### config.mk
export PLATFORM = sky130hd
export DESIGN_NAME = ssp_spi_port
export DESIGN_NICKNAME = d
export VERILOG_FILES = /design/src/ssp_pkg.sv /design/src/ssp_spi_port.sv
export SDC_FILE = /design/constraint.sdc
export NUM_CORES = 1
export LEC_CHECK = 0
export ABC_AREA = 1
export ABC_CLOCK_PERIOD_IN_PS = 1500
export BUFFER_PORTS_ARGS = -buffer_cell sky130_fd_sc_hd__buf_4
export CORE_AREA = 2 2 86 88
export DETAILED_ROUTE_END_ITERATION = 12
export DIE_AREA = 0 0 88 90
export PLACE_DENSITY = 0.56
export SLEW_MARGIN = 20
export SYNTH_ARGS = -nofsm -noshare
export SYNTH_HDL_FRONTEND = slang
export SYNTH_SLANG_ARGS = --single-unit
### constraint.sdc
create_clock -name clk -period 1.5 [get_ports clk]
set_input_delay 0.3 -clock clk [delete_from_list [all_inputs] [get_ports clk]]
set_output_delay 0.3 -clock clk [all_outputs]
set_load 0.01 [all_outputs]
### src/ssp_pkg.sv
// Constants and types for the power switch serial command port.
// Assumes a single system clock domain; all pin inputs are asynchronous.
package ssp_pkg;
	localparam int CH_COUNT = 6;
	localparam int CFG_WIDTH = 4;
	localparam int FRAME_BITS = 8;
	// Command byte fields
	localparam int CMD_WRITE_BIT = 7;
	localparam int CMD_BANK_BIT = 6;
	localparam int CMD_PTR_HI = 5;
	localparam int CMD_PTR_LO = 4;
	localparam int CMD_DIAG_BIT = 0;
	// Response byte fields
	localparam int RSP_READ_BIT = 7;
	localparam int RSP_BANK_BIT = 6;
	// Configuration pointer values
	localparam logic [1:0] PTR_PWM_LED = 2'h1;
	localparam logic [1:0] PTR_HW_CTRL = 2'h2;
	localparam logic [1:0] PTR_DIAG_CTRL = 2'h3;
	// Reset values
	localparam logic [5:0] CH_SWITCH_RST = 6'h00;
	localparam logic [3:0] PWM_LED_RST = 4'h0;
	localparam logic [3:0] HW_CTRL_RST = 4'h6;
	localparam logic [3:0] DIAG_CTRL_RST = 4'h7;
	// Writable bits of the mixed registers; bit 3 reads back as zero
	localparam logic [3:0] HW_CTRL_WMASK = 4'h7;
	localparam logic [3:0] DIAG_CTRL_WMASK = 4'h7;
	typedef enum {RSP_DIAG, RSP_CHAN, RSP_CFG} ssp_rsp_t;
endpackage

### src/ssp_spi_port.sv
// Serial command port of a six-channel power switch.
// Assumes csN, sclk, sdi, limpHome and channelFault are asynchronous pins.
// What this block does
// [RULE1] Read takes two frames, result in second
// [RULE2] Read request: bit7 clear, bit0 selects diagnosis
// [RULE3] Read answer: bit7 set, bank, register data
// [RULE4] Command in answer frame also executes
// [RULE5] Error flag driven before first rising clock
// [RULE6] Flag zero after multiple-of-eight clock count
// [RULE7] Flag one after bad count or reset
// [RULE8] Bit6 selects channel or configuration bank
// [RULE9] Write 10 loads six channel bits
// [RULE10] Bits 5:4 point at configuration register
// [RULE11] Write 11 stores bits 3:0 (bits 2:0 for hardware and diagnosis control); read returns them
// [RULE12] Diagnosis: bit7 zero, bit6 limp home level
// [RULE13] Diagnosis fault bit per faulty channel
// [RULE14] Reset restores all register defaults
// [RULE15] Input data sampled on falling clock edge
// [RULE16] Output released while chip select high
// [RULE17] MSB first; bad count frames discarded
// [RULE18] Commands take effect at chip select rise
module ssp_spi_port #(
	parameter int CH_COUNT = ssp_pkg::CH_COUNT,
	parameter int CFG_WIDTH = ssp_pkg::CFG_WIDTH,
	parameter int FRAME_BITS = ssp_pkg::FRAME_BITS
) (
	input wire logic clk,
	input wire logic reset,
	input wire logic csN,
	input wire logic sclk,
	input wire logic sdi,
	input wire logic limpHome,
	input wire logic [5:0] channelFault,
	output logic sdo,
	output logic sdoOe,
	output logic [5:0] channelSwitch,
	output logic [3:0] pwmLedCtrl,
	output logic [3:0] hwCtrl,
	output logic [3:0] diagCtrl
);
	typedef struct packed {
		logic [2:0] csSync;
		logic [2:0] clkSync;
		logic [1:0] dataSync;
		logic [1:0] limpSync;
		logic [11:0] faultSync;
		logic [7:0] rxShift;
		logic [7:0] txShift;
		logic [2:0] bitCount;
		logic sawClock;
		logic frameErr;
		ssp_pkg::ssp_rsp_t rspSel;
		logic [1:0] rspPtr;
		logic [5:0] chSwitch;
		logic [3:0] pwmLed;
		logic [3:0] hwReg;
		logic [3:0] diagReg;
		logic sdoVal;
		logic sdoEn;
	} ssp_state_t;

	ssp_state_t st_r;
	ssp_state_t st_nxt;

	logic csLow;
	logic csFall;
	logic csRise;
	logic clkRise;
	logic clkFall;
	logic [7:0] cmd;
	logic [3:0] cfgRead;
	logic [7:0] rspByte;
	logic [7:0] rspChan;
	logic [7:0] rspCfg;
	logic [7:0] rspDiag;
	logic frameOk;
	logic cmdWrite;
	logic cmdCfgBank;
	logic cmdReadReg;
	logic [1:0] cmdPtr;
	logic [3:0] cmdData;
	logic chWrite;
	logic pwmWrite;
	logic hwWrite;
	logic diagWrite;

	// Port widths and the 3-bit frame counter fit one layout only
	if (CH_COUNT != ssp_pkg::CH_COUNT) begin : g_bad_ch
		$error("ssp_spi_port serves six channels only");
	end
	if (CFG_WIDTH != ssp_pkg::CFG_WIDTH) begin : g_bad_cfg
		$error("ssp_spi_port serves four-bit configuration registers only");
	end
	if (FRAME_BITS != ssp_pkg::FRAME_BITS) begin : g_bad_frame
		$error("ssp_spi_port serves eight-bit frames only");
	end

	// Stage 1 of each synchroniser feeds only stage 2
	assign csLow = ~st_r.csSync[1];
	assign csFall = st_r.csSync[2] & ~st_r.csSync[1];
	assign csRise = ~st_r.csSync[2] & st_r.csSync[1];
	assign clkRise = csLow & ~st_r.clkSync[2] & st_r.clkSync[1];
	assign clkFall = csLow & st_r.clkSync[2] & ~st_r.clkSync[1];
	assign cmd = st_r.rxShift;

	// Whole bytes and at least one clock make a valid frame
	assign frameOk = st_r.bitCount == 3'h0 && st_r.sawClock; // [RULE17]
	assign cmdWrite = cmd[ssp_pkg::CMD_WRITE_BIT];
	assign cmdCfgBank = cmd[ssp_pkg::CMD_BANK_BIT]; // [RULE8]
	assign cmdReadReg = ~cmdWrite & ~cmd[ssp_pkg::CMD_DIAG_BIT]; // [RULE2]
	assign cmdPtr = cmd[ssp_pkg::CMD_PTR_HI:ssp_pkg::CMD_PTR_LO]; // [RULE10]
	assign cmdData = cmd[3:0];

	// Write strobes; pointer zero selects nothing
	assign chWrite = frameOk & cmdWrite & ~cmdCfgBank; // [RULE9]
	assign pwmWrite = frameOk & cmdWrite & cmdCfgBank & (cmdPtr == ssp_pkg::PTR_PWM_LED);
	assign hwWrite = frameOk & cmdWrite & cmdCfgBank & (cmdPtr == ssp_pkg::PTR_HW_CTRL);
	assign diagWrite = frameOk & cmdWrite & cmdCfgBank & (cmdPtr == ssp_pkg::PTR_DIAG_CTRL);

	// Answer words, one per kind of pending answer
	assign rspChan = {1'b1, 1'b0, st_r.chSwitch}; // [RULE3]
	assign rspCfg = {1'b1, 1'b1, st_r.rspPtr, cfgRead}; // [RULE3] [RULE11]
	assign rspDiag = {1'b0, st_r.limpSync[1], st_r.faultSync[11:6]}; // [RULE12] [RULE13]

	always_comb begin
		unique case (st_r.rspPtr)
			ssp_pkg::PTR_PWM_LED: cfgRead = st_r.pwmLed;
			ssp_pkg::PTR_HW_CTRL: cfgRead = st_r.hwReg;
			ssp_pkg::PTR_DIAG_CTRL: cfgRead = st_r.diagReg;
			default: cfgRead = 4'h0;
		endcase
	end

	always_comb begin
		unique case (st_r.rspSel)
			ssp_pkg::RSP_CHAN: begin
				rspByte = rspChan;
			end
			ssp_pkg::RSP_CFG: begin
				rspByte = rspCfg;
			end
			ssp_pkg::RSP_DIAG: begin
				rspByte = rspDiag;
			end
		endcase
	end

	always_comb begin
		st_nxt = st_r;
		st_nxt.csSync = {st_r.csSync[1:0], csN};
		st_nxt.clkSync = {st_r.clkSync[1:0], sclk};
		st_nxt.dataSync = {st_r.dataSync[0], sdi};
		st_nxt.limpSync = {st_r.limpSync[0], limpHome};
		st_nxt.faultSync = {st_r.faultSync[5:0], channelFault};
		if (csFall) begin
			// Flag shown before any clock, answer queued behind it
			st_nxt.sdoEn = 1'b1; // [RULE16]
			st_nxt.sdoVal = st_r.frameErr; // [RULE5]
			st_nxt.txShift = rspByte; // [RULE1]
			st_nxt.bitCount = 3'h0;
			st_nxt.sawClock = 1'b0;
		end
		if (clkRise) begin
			st_nxt.sdoVal = st_r.txShift[7]; // [RULE17]
			st_nxt.txShift = {st_r.txShift[6:0], 1'b0};
		end
		if (clkFall) begin
			st_nxt.rxShift = {st_r.rxShift[6:0], st_r.dataSync[1]}; // [RULE15] [RULE17]
			st_nxt.bitCount = st_r.bitCount + 3'h1;
			st_nxt.sawClock = 1'b1;
		end
		if (csRise) begin
			st_nxt.sdoEn = 1'b0; // [RULE16]
			st_nxt.sdoVal = 1'b0;
			st_nxt.frameErr = st_r.bitCount != 3'h0; // [RULE6] [RULE7]
			// Writes, diagnosis requests and bad frames leave diagnosis as the next answer
			st_nxt.rspSel = ssp_pkg::RSP_DIAG; // [RULE4]
			if (frameOk) begin
				// Last eight bits form the command
				st_nxt.rspPtr = cmdPtr; // [RULE10]
				if (cmdReadReg) begin
					st_nxt.rspSel = cmdCfgBank ? ssp_pkg::RSP_CFG : ssp_pkg::RSP_CHAN; // [RULE1]
				end
			end
			if (chWrite) begin
				st_nxt.chSwitch = cmd[5:0]; // [RULE9] [RULE18]
			end
			if (pwmWrite) begin
				st_nxt.pwmLed = cmdData; // [RULE11]
			end
			if (hwWrite) begin
				st_nxt.hwReg = cmdData & ssp_pkg::HW_CTRL_WMASK; // [RULE11]
			end
			if (diagWrite) begin
				st_nxt.diagReg = cmdData & ssp_pkg::DIAG_CTRL_WMASK; // [RULE11]
			end
		end
	end

	always_ff @(posedge clk) begin
		if (reset) begin
			st_r <= '0;
			st_r.csSync <= 3'h7;
			st_r.frameErr <= 1'b1; // [RULE7]
			st_r.rspSel <= ssp_pkg::RSP_DIAG;
			st_r.chSwitch <= ssp_pkg::CH_SWITCH_RST; // [RULE14]
			st_r.pwmLed <= ssp_pkg::PWM_LED_RST;
			st_r.hwReg <= ssp_pkg::HW_CTRL_RST;
			st_r.diagReg <= ssp_pkg::DIAG_CTRL_RST;
		end else begin
			st_r <= st_nxt;
		end
	end

	assign sdo = st_r.sdoVal;
	assign sdoOe = st_r.sdoEn;
	assign channelSwitch = st_r.chSwitch;
	assign pwmLedCtrl = st_r.pwmLed;
	assign hwCtrl = st_r.hwReg;
	assign diagCtrl = st_r.diagReg;
endmodule

==> results.rst, run 1 <==
.. list-table::
   :header-rows: 1

   * - Metric
     - Value
   * - Result of the run
     - complete, no violations
   * - Initial core utilization
     - 39.1%
   * - Cell type contributing the most total cell area after synthesis
     - sky130_fd_sc_hd__dfxtp_1
   * - Iteration-0 DRC count of the detailed router
     - 86
   * - TritonCTS clock tree
     - built
   * - Most frequent cell after synthesis
     - sky130_fd_sc_hd__dfxtp_1
   * - Kind of start point of the critical path
     - flop
   * - Average cell area after synthesis
     - 7.83 µm²
   * - Clock period minus final worst setup slack
     - 1.43 ns
   * - Post-Syn Area
     - 2750 µm²
   * - Unrepaired setup endpoints after global routing
     - true
   * - CTS H-tree lvls
     - 3
   * - Clock buffer depth
     - 2
   * - Startpoint-to-endpoint class of the critical path
     - flop to flop
   * - Max Fclk
     - 697 MHz
   * - Tot Pwr
     - 3390 µW
   * - Slowest cell on crit path
     - sky130_fd_sc_hd__dfxtp_2
   * - Element type at the critical path end
     - flop
   * - GRT overflow
     - 0
   * - Post-Place Cells
     - 458
   * - Part of the Yosys area used for sequential elements
     - 47.4%
   * - Tightest Hold Check Type
     - primary input to flop
   * - Post-synth EDFFs
     - 0
   * - Fillcell total
     - 728
   * - Overall die width
     - 88 µm
   * - Num ports
     - 32
   * - Routed Antenna Nets
     - 0
   * - Worst-path cell chain
     - inv_1 > ha_4 > nand3_4 > nor3_4 > buf_4 > nand3_1 > nand2_1 > nor2_1
   * - Clk_lat worst skew
     - 0.33 ns
   * - Required @ worst endpoint
     - 1.73 ns
   * - Post-layout nets
     - 384
   * - Cell count after synthesis
     - 351
   * - Clock-pin slew on the worst setup and hold paths
     - 0.07 ns
   * - Router iterations before antenna repair
     - 4
   * - Die outline area
     - 7920 µm²
   * - Crit path max fanout
     - 5
   * - Non-filler instance count after layout
     - 473
   * - Routed wire per std cell
     - 12.0 µm
   * - Number of setup violations in the final report
     - 0
   * - Layout-stage area growth over the synthesis result
     - 15.8%
   * - Number of placement rows
     - 31
   * - Number of buffers and inverters on the critical path
     - 2
   * - Worst path max stage delay
     - 0.33 ns
   * - Netlist cell types
     - 33
   * - Hold slack
     - 0.150 ns
   * - Cell at the root of the clock tree
     - sky130_fd_sc_hd__clkbuf_8
   * - Detailed-route vias per instance
     - 4.55
   * - Pwr Density
     - 1060 nW/µm²
   * - Setup TNS Final
     - 0 ns
   * - Total count of max-transition violations in the final report
     - 0
   * - Leakage power total
     - 0.00136 µW
   * - Std-Cell Core Area
     - 7020 µm²
   * - Fraction of final layout cells sized beyond drive strength 1
     - 20.1%
   * - Area contributors post-synth
     - sky130_fd_sc_hd__dfxtp_1, sky130_fd_sc_hd__nand2_1, sky130_fd_sc_hd__inv_1
   * - Synth Register Bits
     - 65
   * - Count of final hold-check violations
     - 0
   * - Cell family contributing the most delay on the critical path
     - simple AND/OR/NAND/NOR gates
   * - Share of Yosys cell area claimed by the top area cell type
     - 47.4%
   * - Async set-or-reset flop fraction in the synthesized netlist
     - 0%
   * - Maximum ir drop on the vdd rail
     - 0.665 mV
   * - Floorplan die height
     - 90 µm
   * - Data arrival, critical path
     - 1.67 ns
   * - Most frequent cells after synthesis
     - sky130_fd_sc_hd__dfxtp_1, sky130_fd_sc_hd__nand2_1, sky130_fd_sc_hd__inv_1
   * - Number of global-route vias before repair
     - 1987
   * - Initial antenna violation count
     - 0
   * - Final RePlAce weighted congestion
     - 0.802
   * - Antenna diode count
     - 0
   * - Clk_skew
     - 0.00931 ns
   * - Wire length of the first global-routing pass
     - 9560 µm
   * - Number of buffers created by CTS
     - 9
   * - Fin worst setup slack
     - 0.0660 ns
   * - DRT Wirelength
     - 5680 µm
   * - Vias after detailed routing
     - 2153
   * - Port Buf Inserts
     - 29
   * - Remaining DRCs
     - 0
   * - Largest net degree at the start of global routing
     - 34
   * - Max-capacitance violation count
     - 0
   * - Top FF cell, synth
     - sky130_fd_sc_hd__dfxtp_1
   * - Sink count of the clock tree
     - 65
   * - Tot GR Track Use
     - 15.7%
   * - Post-place setup slack
     - 0.119 ns
   * - DPL Wire Length
     - 4030 µm
   * - Part of the cycle the worst path needs
     - 95.6%
   * - Yosys Warn Count
     - 0
## layer usage
| metal | vias to the layer above | track usage (%) | part of all wire [%] |
|---|---|---|---|
| li1 | 1132 | - | - |
| met1 | 976 | 22.5 | 51 |
| met2 | 39 | 22.3 | 44 |
| met3 | 6 | 5.23 | 3.4 |
| met4 | 0 | 4.62 | 1.1 |
| met5 | - | 0 | 0 |
## final cells by class
| class | count | area (µm²) | area share (%) |
|---|---|---|---|
| Clock buffer | 12 | 155 | 4.88 |
| Sequential cell | 65 | 1300 | 41.0 |
| Inverter | 52 | 200 | 6.29 |
| Clock inverter | 3 | 40.0 | 1.26 |
| Tap cell | 99 | 124 | 3.89 |
| Multi-Input combinational cell | 206 | 1070 | 33.7 |
| Timing Repair Buffer | 36 | 287 | 9.01 |
## logic make-up (layout without fill, tap and decap cells)
family / count (synthesis) / count (layout) / share of synthesized area (%)
compound gates: 57 / 57 / 11.7
fa+ha+maj: 2 / 2 / 0.911
flops: 65 / 65 / 47.4
buf+inv: 81 / 103 / 14.7
xor+xnor: 1 / 1 / 0.319
simple gates: 144 / 144 / 24.9
other cells: 1 / 2 / 0.136
## report_power, final
| group | switching [µW] | internal, µW | total (µW) |
|---|---|---|---|
| combinational | 82.2 | 59.3 | 141 |
| clock | 622 | 844 | 1470 |
| sequential | 16.2 | 1760 | 1780 |
## worst register-to-register path: stages, from the launching register on
cell and delay [ns]:
sky130_fd_sc_hd__dfxtp_2 0.33, sky130_fd_sc_hd__inv_1 0.09, sky130_fd_sc_hd__ha_4 0.15, sky130_fd_sc_hd__nand3_4 0.08
sky130_fd_sc_hd__nor3_4 0.33, sky130_fd_sc_hd__buf_4 0.19, sky130_fd_sc_hd__nand3_1 0.06, sky130_fd_sc_hd__nand2_1 0.07
sky130_fd_sc_hd__nor2_1 0.03
## layout by cell type (no fill, tap or decap), drive strengths merged, types with 2 or more instances in the layout
master and n:
o21ai 20, o22ai 3, clkinv 3, nand4 5, o211ai 3, dfxtp 65, conb 2, nand3 26
a31oi 5, ha 2, nor3 4, nand2 62, a21oi 22, buf 36, or2 2, nor2 45
a22oi 3, inv 51, clkbuf 12
## through the flow
stage	util, %	area, µm²
detailed placement	42.1	2960
floorplan	-	2750
global route	45.3	3180
CTS	44.9	3150
global placement	42.1	2960
finish	45.3	3180
## registers in the layout, indices dropped and copies added (netlist names)
register / count
rspCfg: 2
sdoOe: 1
cmd: 8
diagCtrl: 3
channelSwitch: 6
hwCtrl: 3
sdo: 1
st_nxt: 12
rspDiag: 7
st_r: 18
pwmLedCtrl: 4
## final timing paths
check                                      startpoint  slack (ns)  cells past startpoint                         end
worst min register to register  st_nxt[86]$_SDFF_PP0_        0.40                      2       rspDiag[5]$_SDFF_PP0_
worst min-delay path                              csN        0.15                      2       st_nxt[95]$_SDFF_PP1_
worst max register to register  st_r[57]$_SDFFE_PP0P_        0.07                      8  pwmLedCtrl[3]$_SDFFE_PP0P_
worst max-delay path            st_r[57]$_SDFFE_PP0P_        0.07                      8  pwmLedCtrl[3]$_SDFFE_PP0P_
## timing repair
| item | CTS | global route |
|---|---|---|
| gates resized for setup | 0 | 7 |
| endpoints found under the setup margin | 0 | 5 |
| hold buffers | 0 | 0 |
| buffers inserted | 0 | 0 |
(Power assumes the default switching activity.)
==> run 2, diff against run 1 <==
- MAX_ROUTING_LAYER: not set -> met4
- REMOVE_ABC_BUFFERS: not set -> 1
==> results.rst, run 2 (synthesis results as in run 1) <==
.. list-table::
   :header-rows: 1

   * - Metric
     - Value
   * - Number of global-route vias before repair
     - 2019
   * - Clk_lat worst skew
     - 0.34 ns
   * - Largest net degree at the start of global routing
     - 34
   * - Sink count of the clock tree
     - 65
   * - Port Buf Inserts
     - 29
   * - Number of buffers created by CTS
     - 9
   * - Max-capacitance violation count
     - 0
   * - Tightest Hold Check Type
     - primary input to flop
   * - Worst-path cell chain
     - inv_1 > ha_1 > nand3_2 > nor3_4 > buf_4 > buf_4 > a21oi_1 > nor2_1
   * - Result of the run
     - complete, no violations
   * - Number of placement rows
     - 31
   * - Reg-to-reg startpoint
     - st_r[56]$_SDFFE_PP0P_
   * - Post-layout nets
     - 387
   * - Kind of start point of the critical path
     - flop
   * - Crit path top cell by count
     - sky130_fd_sc_hd__buf_4
   * - Iteration-0 DRC count of the detailed router
     - 160
   * - Clock buffer depth
     - 2
   * - Initial core utilization
     - 39.1%
   * - Count of final hold-check violations
     - 0
   * - Cell area reported after detailed placement
     - 2960 µm²
   * - Overall die width
     - 88 µm
   * - Clock period minus final worst setup slack
     - 1.42 ns
   * - Crit path max fanout
     - 9
   * - Cell at the root of the clock tree
     - sky130_fd_sc_hd__clkbuf_8
   * - Setup TNS Final
     - 0 ns
   * - Num ports
     - 32
   * - Total count of max-transition violations in the final report
     - 0
   * - Post-Place Cells
     - 459
   * - Max Fclk
     - 706 MHz
   * - Routed wire per std cell
     - 11.4 µm
   * - Number of setup violations in the final report
     - 0
   * - Antenna diode count
     - 0
   * - Required @ worst endpoint
     - 1.77 ns
   * - CTS H-tree lvls
     - 3
   * - Floorplan die height
     - 90 µm
   * - Router iterations before antenna repair
     - 4
   * - Data arrival, critical path
     - 1.68 ns
   * - Slowest cell on crit path
     - sky130_fd_sc_hd__dfxtp_1
   * - Tot GR Track Use
     - 15.8%
   * - Fraction of final layout cells sized beyond drive strength 1
     - 19.9%
   * - Maximum ir drop on the vdd rail
     - 0.445 mV
   * - Leading cell types in the layout, fill and taps excluded
     - sky130_fd_sc_hd__dfxtp_1, sky130_fd_sc_hd__nand2_1, sky130_fd_sc_hd__inv_1
   * - Post-route cell area
     - 3210 µm²
   * - FF-to-FF setup slack
     - 0.08 ns
   * - Cell family contributing the most delay on the critical path
     - simple AND/OR/NAND/NOR gates
   * - Final Core Density
     - 45.7%
   * - GRT overflow
     - 0
   * - Source of the worst hold timing path
     - csN
   * - Die outline area
     - 7920 µm²
   * - TritonCTS clock tree
     - built
   * - Leading cell type in the layout, fill and taps excluded
     - sky130_fd_sc_hd__dfxtp_1
   * - Vias after detailed routing
     - 2174
   * - Clock-pin slew on the worst setup and hold paths
     - 0.07 ns
   * - Std-Cell Core Area
     - 7020 µm²
   * - Worst path max stage delay
     - 0.33 ns
   * - DPL Wire Length
     - 4010 µm
   * - Remaining DRCs
     - 0
   * - Element type at the critical path end
     - flop
   * - Hold Crit Endpoint
     - st_nxt[95]$_SDFF_PP1_
   * - Reg-to-reg endpoint
     - pwmLedCtrl[1]$_SDFFE_PP0P_
   * - Routed Antenna Nets
     - 0
   * - Unrepaired setup endpoints after global routing
     - false
   * - Register ranked first by flip-flop count
     - st_r
   * - Leakage power total
     - 0.00139 µW
   * - R2r worst-path depth
     - 8
   * - Startpoint-to-endpoint class of the critical path
     - flop to flop
   * - Clk_skew
     - 0.0117 ns
   * - Initial antenna violation count
     - 0
   * - Detailed-route vias per instance
     - 4.57
   * - # hold bufs at CTS
     - 0
   * - Pwr Density
     - 1140 nW/µm²
   * - Wire length of the first global-routing pass
     - 9290 µm
   * - Part of the cycle the worst path needs
     - 94.4%
   * - DRT Wirelength
     - 5450 µm
   * - Flip-flop count of the largest register, all copies and words added
     - 18
   * - Non-filler instance count after layout
     - 476
   * - Layout-stage area growth over the synthesis result
     - 16.8%
   * - Number of buffers and inverters on the critical path
     - 3
   * - Worst hold path stage count
     - 2
   * - Final RePlAce weighted congestion
     - 0.841
-- run 2: worst max-delay path by stage --
stage | from | to | slack [ns] | depth (start not counted)
finish | st_r[56]$_SDFFE_PP0P_ | pwmLedCtrl[1]$_SDFFE_PP0P_ | 0.08 | 8
global route | st_r[56]$_SDFFE_PP0P_ | pwmLedCtrl[1]$_SDFFE_PP0P_ | 0.00006 | 8
CTS | st_r[56]$_SDFFE_PP0P_ | diagCtrl[1]$_SDFFE_PP1P_ | 0.03 | 7
detailed placement | st_r[56]$_SDFFE_PP0P_ | diagCtrl[1]$_SDFFE_PP1P_ | 0.05 | 7
global placement | st_r[56]$_SDFFE_PP0P_ | diagCtrl[1]$_SDFFE_PP1P_ | 0.07 | 7
floorplan | st_r[56]$_SDFFE_PP0P_ | diagCtrl[0]$_SDFFE_PP1P_ | 0.08 | 7
-- run 2: what timing repair did --
item	in CTS	in global routing
resized for setup	0	4
setup buffers	0	2
endpoints found under the hold margin	0	0
setup endpoints to repair	0	14
-- run 2: report_power, final --
| group | internal, µW | total, µW | switching, µW | leakage (µW) |
|---|---|---|---|---|
| registers | 1760 | 1780 | 16.5 | 0.000529 |
| logic | 61.1 | 143 | 81.8 | 0.000745 |
| clock network | 1090 | 1740 | 647 | 0.000115 |
| total | 2910 | 3660 | 746 | 0.00139 |
-- run 2: layer usage --
metal,track usage (%),up-vias,routed length (µm)
li1,-,1139,-
met1,20.0,981,2550
met2,23.2,39,2570
met3,3.31,15,184
met4,8.59,0,141
met5,-,-,0
-- run 2: area by class of cell --
class / instances / area (µm²)
fillers: 694 / 3810
flip-flops and latches: 65 / 1300
multi-input cells: 206 / 1050
repair buffers: 39 / 305
inverters: 52 / 200
clock buffers: 9 / 124
well taps: 99 / 124
clock inverters: 6 / 108
-- run 2: stage by stage --
step	power, µW	setup slack [ns]	hold WS [ns]
finish	3660	0.0842	0.145
global route	3810	0.0000610	0.146
CTS	3700	0.0277	0.128
detailed placement	1960	0.0453	0.396
global placement	1960	0.0742	0.391
floorplan	1890	0.0846	0.362
==> run 3, diff against run 2 <==
- ABC_CLOCK_PERIOD_IN_PS: 1500 -> 1200
- PLACE_DENSITY: 0.56 -> 0.58
- RECOVER_POWER: not set -> 100
- clock period: 1.5 -> 1.2 ns (I/O delays scaled with it)
==> results.rst, run 3 (synthesis results as in run 1) <==
.. list-table::
   :header-rows: 1

   * - Metric
     - Value
   * - Antenna diode count
     - 0
   * - Max-capacitance violation count
     - 0
   * - Router iterations before antenna repair
     - 4
   * - Overall die width
     - 88 µm
   * - Iteration-0 DRC count of the detailed router
     - 108
   * - Initial core utilization
     - 39.1%
   * - Count of final hold-check violations
     - 0
   * - Cell area reported after detailed placement
     - 3070 µm²
   * - Post-layout nets
     - 400
   * - Cell at the root of the clock tree
     - sky130_fd_sc_hd__clkbuf_8
   * - Source of the worst hold timing path
     - csN
   * - Total count of max-transition violations in the final report
     - 0
   * - Leading cell type in the layout, fill and taps excluded
     - sky130_fd_sc_hd__dfxtp_1
   * - Leakage power total
     - 0.00137 µW
   * - Number of global-route vias before repair
     - 2042
   * - Wire length of the first global-routing pass
     - 9560 µm
   * - Sink count of the clock tree
     - 65
   * - Detailed-route vias per instance
     - 4.50
   * - Die outline area
     - 7920 µm²
   * - Flip-flop count of the largest register, all copies and words added
     - 18
   * - Routed wire per std cell
     - 11.6 µm
   * - Final Core Density
     - 46.2%
   * - Initial antenna violation count
     - 0
   * - Clk_skew
     - 0.00806 ns
   * - Post-Place Cells
     - 473
   * - DRT Wirelength
     - 5670 µm
   * - Num ports
     - 32
   * - Unrepaired setup endpoints after global routing
     - true
   * - Port Buf Inserts
     - 29
   * - Fin worst setup slack
     - -0.0793 ns
   * - Violations in the final reports
     - setup timing
   * - Fraction of final layout cells sized beyond drive strength 1
     - 20.2%
   * - Std-Cell Core Area
     - 7020 µm²
   * - Post-route cell area
     - 3240 µm²
   * - Register ranked first by flip-flop count
     - st_r
   * - Result of the run
     - finished with violations
   * - Vias after detailed routing
     - 2207
   * - Number of setup violations in the final report
     - 15
   * - DPL Wire Length
     - 4170 µm
   * - Clock period minus final worst setup slack
     - 1.28 ns
   * - Clock buffer depth
     - 2
   * - Tightest Hold Check Type
     - primary input to flop
   * - Fillcell total
     - 744
   * - Element type at the critical path end
     - flop
   * - Startpoint-to-endpoint class of the critical path
     - flop to flop
   * - Remaining DRCs
     - 0
   * - Part of the cycle the worst path needs
     - 107%
   * - Final RePlAce weighted congestion
     - 0.856
   * - Number of placement rows
     - 31
   * - Routed Antenna Nets
     - 0
   * - Tot Pwr
     - 4210 µW
   * - Floorplan die height
     - 90 µm
   * - Reg-to-reg startpoint
     - st_r[57]$_SDFFE_PP0P_
   * - Layout-stage area growth over the synthesis result
     - 18.1%
   * - Data arrival, critical path
     - 1.52 ns
   * - Crit path max fanout
     - 7
   * - TritonCTS clock tree
     - built
   * - Clock-pin slew on the worst setup and hold paths
     - 0.07 ns
   * - Required @ worst endpoint
     - 1.44 ns
   * - Number of buffers created by CTS
     - 9
   * - Pwr Density
     - 1300 nW/µm²
   * - Maximum ir drop on the vdd rail
     - 0.750 mV
   * - Leading cell types in the layout, fill and taps excluded
     - sky130_fd_sc_hd__dfxtp_1, sky130_fd_sc_hd__nand2_1, sky130_fd_sc_hd__inv_1
   * - Largest net degree at the start of global routing
     - 34
   * - GRT overflow
     - 0
   * - Clk_lat worst skew
     - 0.34 ns
   * - Tot GR Track Use
     - 16.2%
   * - CTS H-tree lvls
     - 3
   * - Kind of start point of the critical path
     - flop
   * - Max Fclk
     - 782 MHz
   * - Non-filler instance count after layout
     - 490
   * - Startpoint of the worst setup timing path
     - st_r[57]$_SDFFE_PP0P_
-- run 3: worst paths after layout --
| kind | depth (start not counted) | endpoint | slack [ns] |
|---|---|---|---|
| setup / recovery | 8 | channelSwitch[3]$_SDFFE_PP0P_ | -0.08 |
| hold / removal | 2 | st_nxt[95]$_SDFF_PP1_ | 0.08 |
| setup reg to reg | 8 | channelSwitch[3]$_SDFFE_PP0P_ | -0.08 |
| hold reg to reg | 2 | st_nxt[93]$_SDFF_PP0_ | 0.39 |
-- run 3: area by class of cell --
class	instances	area, µm²	area share [%]
sequential	65	1310	40.3
multi-input combinational	206	1090	33.5
timing repair buffer	52	335	10.3
inverter	52	200	6.17
clock buffer	13	149	4.59
tap	99	124	3.82
clock inverter	3	40.0	1.23
-- run 3: through the flow --
stage / hold slack, ns / setup WS (ns) / TNS (ns)
floorplan: 0.302 / -0.215 / -1.78
global placement: 0.390 / -0.118 / -1.36
detailed placement: 0.396 / -0.149 / -1.85
CTS: 0.0614 / -0.115 / -0.931
global route: 0.0767 / -0.173 / -3.20
finish: 0.0761 / -0.0793 / -0.826
-- run 3: timing repair --
action,4_1_cts,5_1_grt
gates resized for setup,18,12
pin swaps,12,7
hold buffers,0,0
setup endpoints to repair,19,25
setup buffers,0,1
-- run 3: critical path, cell delays in order, from the launching register on --
cell	delay [ns]
sky130_fd_sc_hd__dfxtp_2	0.32
sky130_fd_sc_hd__inv_2	0.06
sky130_fd_sc_hd__ha_4	0.15
sky130_fd_sc_hd__nand3_4	0.08
sky130_fd_sc_hd__buf_6	0.13
sky130_fd_sc_hd__nor2_4	0.11
sky130_fd_sc_hd__nand3_4	0.13
sky130_fd_sc_hd__o21ai_2	0.14
sky130_fd_sc_hd__nor2_1	0.05
-- run 3: layer usage --
layer	vias to the layer above	global-route usage, %	share of wire, %
met1	994	21.9	47
li1	1164	-	-
met4	0	8.97	2.3
met2	38	21.9	46
met5	-	-	0
met3	11	4.22	4.5
-- run 3: where the power goes --
| group | internal [µW] | total (µW) | switching, µW | leakage, µW |
|---|---|---|---|---|
| sequential | 2200 | 2220 | 19.4 | 0.000530 |
| combinational | 79.7 | 186 | 107 | 0.000738 |
| clock | 1010 | 1810 | 797 | 0.0000974 |
| total | 3290 | 4210 | 923 | 0.00137 |
